**config.mk**
```make
export PLATFORM = sky130hd
export DESIGN_NAME = rtcal_top
export DESIGN_NICKNAME = d
export VERILOG_FILES = /design/src/rtcal_pkg.sv /design/src/rtcal_top.sv /design/src/rtcal_match.sv
export SDC_FILE = /design/constraint.sdc
export NUM_CORES = 1
export LEC_CHECK = 0
export BUFFER_PORTS_ARGS = -buffer_cell sky130_fd_sc_hd__buf_2
export CAP_MARGIN = 20
export CORE_MARGIN = 4
export CORE_UTILIZATION = 34
export DETAILED_ROUTE_END_ITERATION = 16
export HOLD_SLACK_MARGIN = 0.03
export PLACE_DENSITY = 0.69
export SYNTH_ARGS = -nofsm -noshare
export SYNTH_HDL_FRONTEND = slang
export SYNTH_SLANG_ARGS = --single-unit
```
**constraint.sdc**
```tcl
create_clock -name pclk -period 2.9 [get_ports pclk]
set_input_delay 0.145 -clock pclk [delete_from_list [all_inputs] [get_ports pclk]]
set_output_delay 0.145 -clock pclk [all_outputs]
set_load 0.005 [all_outputs]
```
**src/rtcal_pkg.sv**
```systemverilog
package rtcal_pkg;

	// Alarm slots in compare order
	localparam int unsigned NUM_ALARMS = 6;
	localparam int unsigned SLOT_SECOND = 0;
	localparam int unsigned SLOT_MINUTE = 1;
	localparam int unsigned SLOT_HOUR = 2;
	localparam int unsigned SLOT_WEEKDAY = 3;
	localparam int unsigned SLOT_DAY = 4;
	localparam int unsigned SLOT_MONTH = 5;

	// Byte offsets on the register bus
	localparam logic [7:0] OFF_SECOND_ALARM = 8'h00;
	localparam logic [7:0] OFF_MINUTE_ALARM = 8'h04;
	localparam logic [7:0] OFF_HOUR_ALARM = 8'h08;
	localparam logic [7:0] OFF_WEEKDAY_ALARM = 8'h0c;
	localparam logic [7:0] OFF_DAY_ALARM = 8'h10;
	localparam logic [7:0] OFF_MONTH_ALARM = 8'h14;
	localparam logic [7:0] OFF_CONTROL = 8'h18;
	localparam logic [7:0] OFF_IRQ_STATUS = 8'h1c;
	localparam logic [7:0] OFF_IRQ_MASK = 8'h20;
	localparam logic [NUM_ALARMS-1:0][7:0] ALARM_OFF = {
		OFF_MONTH_ALARM, OFF_DAY_ALARM, OFF_WEEKDAY_ALARM,
		OFF_HOUR_ALARM, OFF_MINUTE_ALARM, OFF_SECOND_ALARM};

	// Alarm register layout: enable on top, storable bits per slot
	localparam int unsigned ALM_ENABLE_BIT = 7;
	localparam logic [NUM_ALARMS-1:0][7:0] ALARM_WMASK = {
		8'h9f, 8'hbf, 8'h87, 8'hbf, 8'hff, 8'hff};
	localparam logic [7:0] ALM_VALUE_MASK = 8'h7f;
	localparam logic [7:0] ALM_RESET = 8'h00;

	// Control register fields
	localparam int unsigned CTL_CARRY_FLAG = 7;
	localparam int unsigned CTL_CARRY_IE = 4;
	localparam int unsigned CTL_ALARM_IE = 3;
	localparam int unsigned CTL_ALARM_FLAG = 0;

	// Interrupt status and mask layout
	localparam int unsigned IRQ_BIT_CARRY = 0;
	localparam int unsigned IRQ_BIT_ALARM = 1;
	localparam int unsigned IRQ_BITS = 2;
	localparam logic [1:0] IRQ_RESET = 2'h0;

	// Manual reset input synchroniser depth
	localparam int unsigned SYNC_DEPTH = 3;

endpackage

```
**src/rtcal_top.sv**
```systemverilog
// Operation
// - Alarm flag sets when at least one alarm register is enabled and all enabled ones equal their counters.
// - Bit 7 enables a register; only enabled registers join the compare.
// - Power-on reset clears alarm enables; alarm values survive both resets.
// - Unused alarm bits read zero and ignore writes.
// - Both resets clear carry and alarm interrupt enables.
// - Carry flag sets on seconds carry or 64 Hz carry during read.
// - Writing 0 clears the carry flag; writing 1 sets it.
// - Carry interrupt is carry flag and carry enable (bit 4).
// - Alarm interrupt is alarm flag and alarm enable (bit 3).
// - Writing 0 clears the alarm flag; writing 1 leaves it alone.
// - Control bits 6, 5, 2, 1 ignore writes.
`timescale 1ns/1ns
`default_nettype none

module rtcal_top (
	// Clock and power-on reset
	input  wire logic        pclk,
	input  wire logic        presetn,
	// Manual reset pin, asynchronous to pclk
	input  wire logic        manual_reset_n,
	// APB slave
	input  wire logic        psel,
	input  wire logic        penable,
	input  wire logic        pwrite,
	input  wire logic [7:0]  paddr,
	input  wire logic [31:0] pwdata,
	input  wire logic [3:0]  pstrb,
	output logic             pready,
	output logic [31:0]      prdata,
	output logic             pslverr,
	// Live BCD counters, same clock
	input  wire logic [7:0]  second_counter,
	input  wire logic [7:0]  minute_counter,
	input  wire logic [7:0]  hour_counter,
	input  wire logic [7:0]  weekday_counter,
	input  wire logic [7:0]  day_counter,
	input  wire logic [7:0]  month_counter,
	// Counter events, same clock
	input  wire logic        second_carry,
	input  wire logic        tick64_carry,
	input  wire logic        tick64_read,
	// Interrupts
	output logic             carry_irq,
	output logic             alarm_irq,
	output logic             irq
);

	localparam int unsigned N = rtcal_pkg::NUM_ALARMS;

	typedef struct packed {
		logic [N-1:0][7:0]                  alarm;
		logic                               carry_flag;
		logic                               alarm_flag;
		logic                               carry_irq_enable;
		logic                               alarm_irq_enable;
		logic [rtcal_pkg::IRQ_BITS-1:0]     sts;
		logic [rtcal_pkg::IRQ_BITS-1:0]     msk;
		logic                               match_prev;
		logic [rtcal_pkg::SYNC_DEPTH-1:0]   mr_sync;
		logic                               mr_active;
		logic                               pready;
		logic                               pslverr;
		logic [31:0]                        prdata;
		logic                               carry_irq;
		logic                               alarm_irq;
		logic                               irq;
	} rtcal_state_s;

	rtcal_state_s q;
	rtcal_state_s d;

	logic [N-1:0][7:0] counters;
	logic              match;
	logic              access;
	logic              wr;
	logic              rd;
	logic              setup;
	logic              mapped;
	logic [7:0]        rd_val;
	logic              ctl_wr;
	logic              cf_set;
	logic              af_set;

	assign counters = {month_counter, day_counter, weekday_counter,
		hour_counter, minute_counter, second_counter};

	rtcal_match #(
		.N(N)
	) u_match (
		.alarm  (q.alarm),
		.counter(counters),
		.match  (match)
	);

	assign setup = psel && !penable;
	assign access = psel && penable && q.pready;
	assign wr = access && pwrite && !q.pslverr && pstrb[0];
	assign rd = access && !pwrite && !q.pslverr;
	assign ctl_wr = wr && (paddr == rtcal_pkg::OFF_CONTROL);
	assign cf_set = second_carry || (tick64_carry && tick64_read);
	// Edge of the match, so a clear during a long match is not undone
	assign af_set = match && !q.match_prev;

	// Read value and decode for the address on the bus
	always_comb begin
		rd_val = 8'h00;
		mapped = 1'b1;
		case (paddr)
			rtcal_pkg::OFF_CONTROL: begin
				rd_val[rtcal_pkg::CTL_CARRY_FLAG] = q.carry_flag;
				rd_val[rtcal_pkg::CTL_CARRY_IE] = q.carry_irq_enable;
				rd_val[rtcal_pkg::CTL_ALARM_IE] = q.alarm_irq_enable;
				rd_val[rtcal_pkg::CTL_ALARM_FLAG] = q.alarm_flag;
			end
			rtcal_pkg::OFF_IRQ_STATUS: begin
				rd_val[rtcal_pkg::IRQ_BITS-1:0] = q.sts;
			end
			rtcal_pkg::OFF_IRQ_MASK: begin
				rd_val[rtcal_pkg::IRQ_BITS-1:0] = q.msk;
			end
			default: begin
				mapped = 1'b0;
				for (int i = 0; i < N; i++) begin
					if (paddr == rtcal_pkg::ALARM_OFF[i]) begin
						rd_val = q.alarm[i] & rtcal_pkg::ALARM_WMASK[i];
						mapped = 1'b1;
					end
				end
			end
		endcase
	end

	always_comb begin
		d = q;
		// No wait states: read data and answer settle in the setup cycle
		d.pready = setup;
		d.pslverr = setup && !mapped;
		if (setup) begin
			d.prdata = {24'h000000, rd_val};
		end

		// Manual reset pin: act once the last two stages agree
		d.mr_sync = {q.mr_sync[rtcal_pkg::SYNC_DEPTH-2:0], manual_reset_n};
		if (q.mr_sync[2] == q.mr_sync[1]) begin
			d.mr_active = !q.mr_sync[2];
		end

		// Unused bits never store, so they read back as zero
		for (int i = 0; i < N; i++) begin
			if (wr && paddr == rtcal_pkg::ALARM_OFF[i]) begin
				d.alarm[i] = pwdata[7:0] & rtcal_pkg::ALARM_WMASK[i];
			end
		end

		d.match_prev = match;

		if (ctl_wr) begin
			d.carry_flag = pwdata[rtcal_pkg::CTL_CARRY_FLAG];
			d.carry_irq_enable = pwdata[rtcal_pkg::CTL_CARRY_IE];
			d.alarm_irq_enable = pwdata[rtcal_pkg::CTL_ALARM_IE];
			if (!pwdata[rtcal_pkg::CTL_ALARM_FLAG]) begin
				d.alarm_flag = 1'b0;
			end
		end
		// Hardware set wins over a software clear in the same cycle
		if (cf_set) begin
			d.carry_flag = 1'b1;
		end
		if (af_set) begin
			d.alarm_flag = 1'b1;
		end
		if (q.mr_active) begin
			d.carry_irq_enable = 1'b0;
			d.alarm_irq_enable = 1'b0;
		end

		if (wr && paddr == rtcal_pkg::OFF_IRQ_MASK) begin
			d.msk = pwdata[rtcal_pkg::IRQ_BITS-1:0];
		end
		if (rd && paddr == rtcal_pkg::OFF_IRQ_STATUS) begin
			d.sts = rtcal_pkg::IRQ_RESET;
		end
		d.sts[rtcal_pkg::IRQ_BIT_CARRY] = d.sts[rtcal_pkg::IRQ_BIT_CARRY] || cf_set;
		d.sts[rtcal_pkg::IRQ_BIT_ALARM] = d.sts[rtcal_pkg::IRQ_BIT_ALARM] || af_set;

		d.carry_irq = d.carry_flag && d.carry_irq_enable;
		d.alarm_irq = d.alarm_flag && d.alarm_irq_enable;
		d.irq = |(d.sts & d.msk);
	end

	// Alarm times are left out of the reset on purpose: only their enables clear
	always_ff @(posedge pclk or negedge presetn) begin
		if (!presetn) begin
			for (int i = 0; i < N; i++) begin
				q.alarm[i][rtcal_pkg::ALM_ENABLE_BIT] <=
					rtcal_pkg::ALM_RESET[rtcal_pkg::ALM_ENABLE_BIT];
			end
			q.carry_flag <= 1'b0;
			q.alarm_flag <= 1'b0;
			q.carry_irq_enable <= 1'b0;
			q.alarm_irq_enable <= 1'b0;
			q.sts <= rtcal_pkg::IRQ_RESET;
			q.msk <= rtcal_pkg::IRQ_RESET;
			q.match_prev <= 1'b0;
			q.mr_sync <= '1;
			q.mr_active <= 1'b0;
			q.pready <= 1'b0;
			q.pslverr <= 1'b0;
			q.prdata <= '0;
			q.carry_irq <= 1'b0;
			q.alarm_irq <= 1'b0;
			q.irq <= 1'b0;
		end else begin
			q <= d;
		end
	end

	assign pready = q.pready;
	assign prdata = q.prdata;
	assign pslverr = q.pslverr;
	assign carry_irq = q.carry_irq;
	assign alarm_irq = q.alarm_irq;
	assign irq = q.irq;
endmodule

`default_nettype wire

```
**src/rtcal_match.sv**
```systemverilog
`timescale 1ns/1ns
`default_nettype none

// Alarm compare: every enabled slot must equal its counter
module rtcal_match #(
	parameter int unsigned N = rtcal_pkg::NUM_ALARMS
) (
	// Alarm registers and live counters, slot-major
	input  wire logic [N-1:0][7:0] alarm,
	input  wire logic [N-1:0][7:0] counter,
	// Result
	output logic                   match
);

	logic [N-1:0] slot_ok;
	logic [N-1:0] slot_en;

	genvar g;
	generate
		for (g = 0; g < N; g++) begin : g_slot
			assign slot_en[g] = alarm[g][rtcal_pkg::ALM_ENABLE_BIT];
			assign slot_ok[g] = !slot_en[g] ||
				((alarm[g] & rtcal_pkg::ALM_VALUE_MASK) ==
				(counter[g] & rtcal_pkg::ALM_VALUE_MASK));
		end
	endgenerate

	// With no slot enabled the all-match would be vacuously true
	assign match = (|slot_en) && (&slot_ok);

endmodule

`default_nettype wire

```
-- Word-level counts from Yosys, hierarchy flattened
Cells that the tools add are included.
- bitwise operators: 1
- eq/ne operators: 15
- muxes and demuxes: 26
- reductions and logical operators: 56
- operators by type and width (kind ; number):
    2-to-1 mux 8 bit ; 6
    equality test 8 x 5 -> 1 bit, second input constant ; 4
    logical AND 1 bit ; 23
    equality test 8 x 4 -> 1 bit, second input constant ; 2
    equality test 6 x 7 -> 1 bit ; 2
    equality test 7 bit ; 2
    logical NOT 1 bit ; 12
    AND reduction 2 bit ; 6
    2-to-1 mux 1 bit ; 11
    logical OR 1 bit ; 9
    equality test 8 x 3 -> 1 bit, second input constant ; 1
    equality test 8 x 6 -> 1 bit, second input constant ; 1
    logical NOT 8 bit ; 1
    2-to-1 mux 2 bit ; 4
    equality test 3 x 7 -> 1 bit ; 1
    equality test 5 x 7 -> 1 bit ; 1
    one-hot mux 1 bit (3 select lines) ; 2
    AND reduction 6 bit ; 1
    OR reduction 6 bit ; 1
    2-to-1 mux 4 bit ; 1
    one-hot mux 2 bit (2 select lines) ; 1
    OR reduction 2 bit ; 2
    OR reduction 3 bit ; 1
    bitwise AND 2 bit ; 1
    2 further kinds ; 2
- output and inout bits: 37
- bits in registers: 66
- input bits: 101

-- Longest topological paths before layout
- depth after elaboration: 10
- gate-level depth with buffers: 8

-- By module
Synthesis repeated with hierarchy kept, for this count alone.
- cells, all modules: 332
- area, all modules: 3722.3 µm²
- modules (own cells, without submodules) (module ; cells each ; area an instance (µm²) ; seq. area each (µm²) ; instances):
    rtcal_top ; 272 ; 3229.3 ; 1825.5 ; 1
    rtcal_match ; 60 ; 493.0 ; 0.0 ; 1

-- Worst setup path after synthesis
OpenSTA, ideal clock, no wires.
- kind: in2reg
- from: input paddr[1]
- to: register, netlist name q[50]
- arrival time: 2.082 ns
- data required time: 2.510 ns
- stages: 5
- slack: 0.428 ns
- path buffers: 2
- cell sequence: buf_6 or4_4 or3_2 buf_2 nor4_1
- word-level cells in the longest chain between the ends: 3
- RTL lines (what ; RTL line ; source):
    start, declared ; rtcal_top.sv:26 ; input wire logic [7:0] paddr,
    logical NOT 8 bit ; rtcal_top.sv:151 ; if (wr && paddr == rtcal_pkg::ALARM_OFF[i]) begin
    logical AND 1 bit ; rtcal_top.sv:151 ;
    AND reduction 2 bit (no source line) ; - ;
Every way passes these cells.
A chain may end at the register's enable or synchronous reset.

==> flow_summary.ini <==
[grt]
grt_usage = 0.154
grt-ovfl-total = 0
antenna_found_initial = 0
grt_pass1_vias = 2788
grt_pass1_wl_um = 14700
grt_start_max_net_pins = 34

[timing]
finalCritPeriodShare = 0.789
rsz0062_at_grt = false
timing.slew.headroom = 0.629
hold_viol = 0
finalSetupTns_ps = 0
fmax_mhz = 437
min_period_ps = 2290
fin_skew_ps = 10.3
setup_viol = 0
finalMaxSlewViolations = 0
tightest_slew_ps = 550

[floorplan]
pin_count = 138
initial_core_util = 0.349
die_h_um = 111
die_area_um2 = 12300
rows = 37
die_w_um = 111
core_area_um2 = 10300

[clock_network]
root_buffer = clkbuf_8
clkTransAtPathRegs_ps = 70
htreeDepth = 3
clk_latency_ps = 350
ctsLongestPathBuffers = 2
cts_tree = yes
cts_buffers = 9
cts_sinks = 66

[hold_path]
hold_path_class = in -> reg
hold_end = q[49]
min_from = tick64_read
holdPathStages = 3

[pwr]
max-vdd-ir-drop_v = 0.000250
power_mw = 2.01
p_leak_nw = 1.77
power_density_nw_per_um2 = 470

[routing]
wl_per_cell_um = 17.2
drc = 0
via_per_inst = 5.02
num_vias = 2735
dr.pass1.iters = 5
drt_iter0_markers = 184
drt-total-wl_um = 9380
ant_nets = 0

[placed_design]
gp_congestion = 0.841
io_buffers = 80
dp_hpwl_um = 7330

[critical_path]
cpPeakStageDelay_ps = 510
r2r_cells = 5
path_class = reg -> reg
r2r-end = q[48]
critPathTopFamily = simple AND/OR/NAND/NOR gates
critPathCaptureType = flip-flop
cp_max_fo = 5
ff2ff_setup_slack_ps = 610
crit_path_start = q[85]
critical_path_required_ps = 3140
arrival_ps = 2530
crit_chain = xor2_1, or4_1, o41ai_1, nand4_1, o31ai_1
cp_slowest_cell = or4_1
crit_buf_inv = 0
reg2reg_from = q[85]
worstSetupStartpointType = flip-flop

[synth]
ys_top_cells_by_area = edfxtp_1 (28%), dfrtp_1 (20%), buf_4 (6.7%), xor2_1 (4.9%), mux2_2 (4.1%)
yosys_warnings = 0
ys_seq_elements = 66
syn_area_um2 = 3600
synth_top_flop_cell = edfxtp_1
seq_area_frac_synth = 0.507
synth-edff-count = 34
avgSynthCellArea_um2 = 11.2
yosysUniqueCellTypes = 58
yosys.area.top_type = edfxtp_1
synthArstFlopShare = 0.485
synthCells = 321
synth_top_area_share = 0.284

[layout]
fin_nets = 505
drive_gt1_frac = 0.323
area_delta_synth_final_pct = 18.8
antennaDiodeCount = 0

[run_status]
status = finished, final reports clean

[flow_run]
maxCapViolCount = 0
[timing repair]
item                                   4_1_cts  5_1_grt
hold buffers                                 4        0
buffers inserted                             0        0
endpoints found under the hold margin       33        0
gates resized for setup                      0        0
[layer usage]
metal | share of wire | track usage | wire length, um
met1 | 0.43 | 0.200 | 4050
met2 | 0.47 | 0.250 | 4450
met4 | 0.021 | 0.0640 | 193
met5 | 0 | 0 | 0
met3 | 0.073 | 0.0295 | 686
[cells by family after synthesis]
group,count (synthesis),share of synthesized area
buffers and inverters,52,0.0928
AO/OA/AOI/OAI,56,0.106
XOR/XNOR,31,0.0755
AND/OR/NAND/NOR,94,0.150
other,1,0.00104
flip-flops,66,0.507
multiplexers,21,0.0678
[area by class of cell]
class	count	area, um^2
clock inverters	6	81.3
repair buffers	95	523
flip-flops and latches	66	1830
inverters	6	22.5
multi-input cells	226	1530
well taps	136	170
fillers	1012	6050
clock buffers	10	128
[stage by stage]
stage          instance area [um^2]  hold WS, ps  cells   util  setup slack (ps)
2_1_floorplan                  3680         -151    344      -               428
3_3_place_gp                   4030          254    525  0.390               667
3_5_place_dp                   4030          258    525  0.390               652
4_1_cts                        4280         40.3    545  0.414               616
5_1_grt                        4280         50.6    545  0.414               526
6_report                       4280         55.0    545  0.414               612
[state kept, by name, indices dropped and copies added (netlist names)]
name	flops
pready	1
alarm_irq	1
pslverr	1
d	2
q	51
carry_irq	1
irq	1
prdata	8
[where the power goes]
| group | internal (mW) | total (mW) | switching, mW |
|---|---|---|---|
| sequential | 0.998 | 1.00 | 0.00627 |
| combinational | 0.0766 | 0.182 | 0.106 |
| clock | 0.478 | 0.824 | 0.346 |
| total | 1.55 | 2.01 | 0.458 |
[synthesized netlist by cell type (all sizes together) (2+ instances only)]
library cell	count
buf	39
edfxtp	34
dfrtp	29
nand2	20
xor2	20
o21ai	17
nor2	15
mux2	14
nor3	13
xnor2	11
nand2b	9
nand3	9
a21oi	7
clkbuf	7
or4	7
mux2i	6
o41ai	6
inv	5
nor4	5
nand4	4
o211ai	4
o31ai	4
a32oi	3
dfstp	3
nand4b	3
a211o	2
a31oi	2
o22a	2
o22ai	2
[tightest hold or removal path, stage by stage]
cell and delay (ps):
buf_2 80, a21oi_1 80, nand2_1 70
[worst max path at each step]
stage,cells after the start,slack [ps],endpoint
2_1_floorplan,5,430,q[50]
3_3_place_gp,6,670,irq
3_5_place_dp,5,650,q[48]
4_1_cts,5,620,q[48]
5_1_grt,5,530,q[48]
6_report,5,610,q[48]
[cells in the final DEF (no fill, tap or decap), types with 11 or more instances in the layout]
| cell | synthesis | layout |
|---|---|---|
| buf_2 | 3 | 80 |
| edfxtp_1 | 34 | 34 |
| dfrtp_1 | 29 | 29 |
| conb_1 | 1 | 24 |
| nand2_1 | 20 | 20 |
| xor2_1 | 20 | 20 |
| o21ai_0 | 16 | 16 |
| nor2_1 | 15 | 15 |
| mux2_2 | 13 | 13 |
| nor3_1 | 13 | 13 |
| xnor2_1 | 11 | 11 |
| buf_4 | 32 | 11 |
No activity file was read; power rests on OpenSTA's default activity.
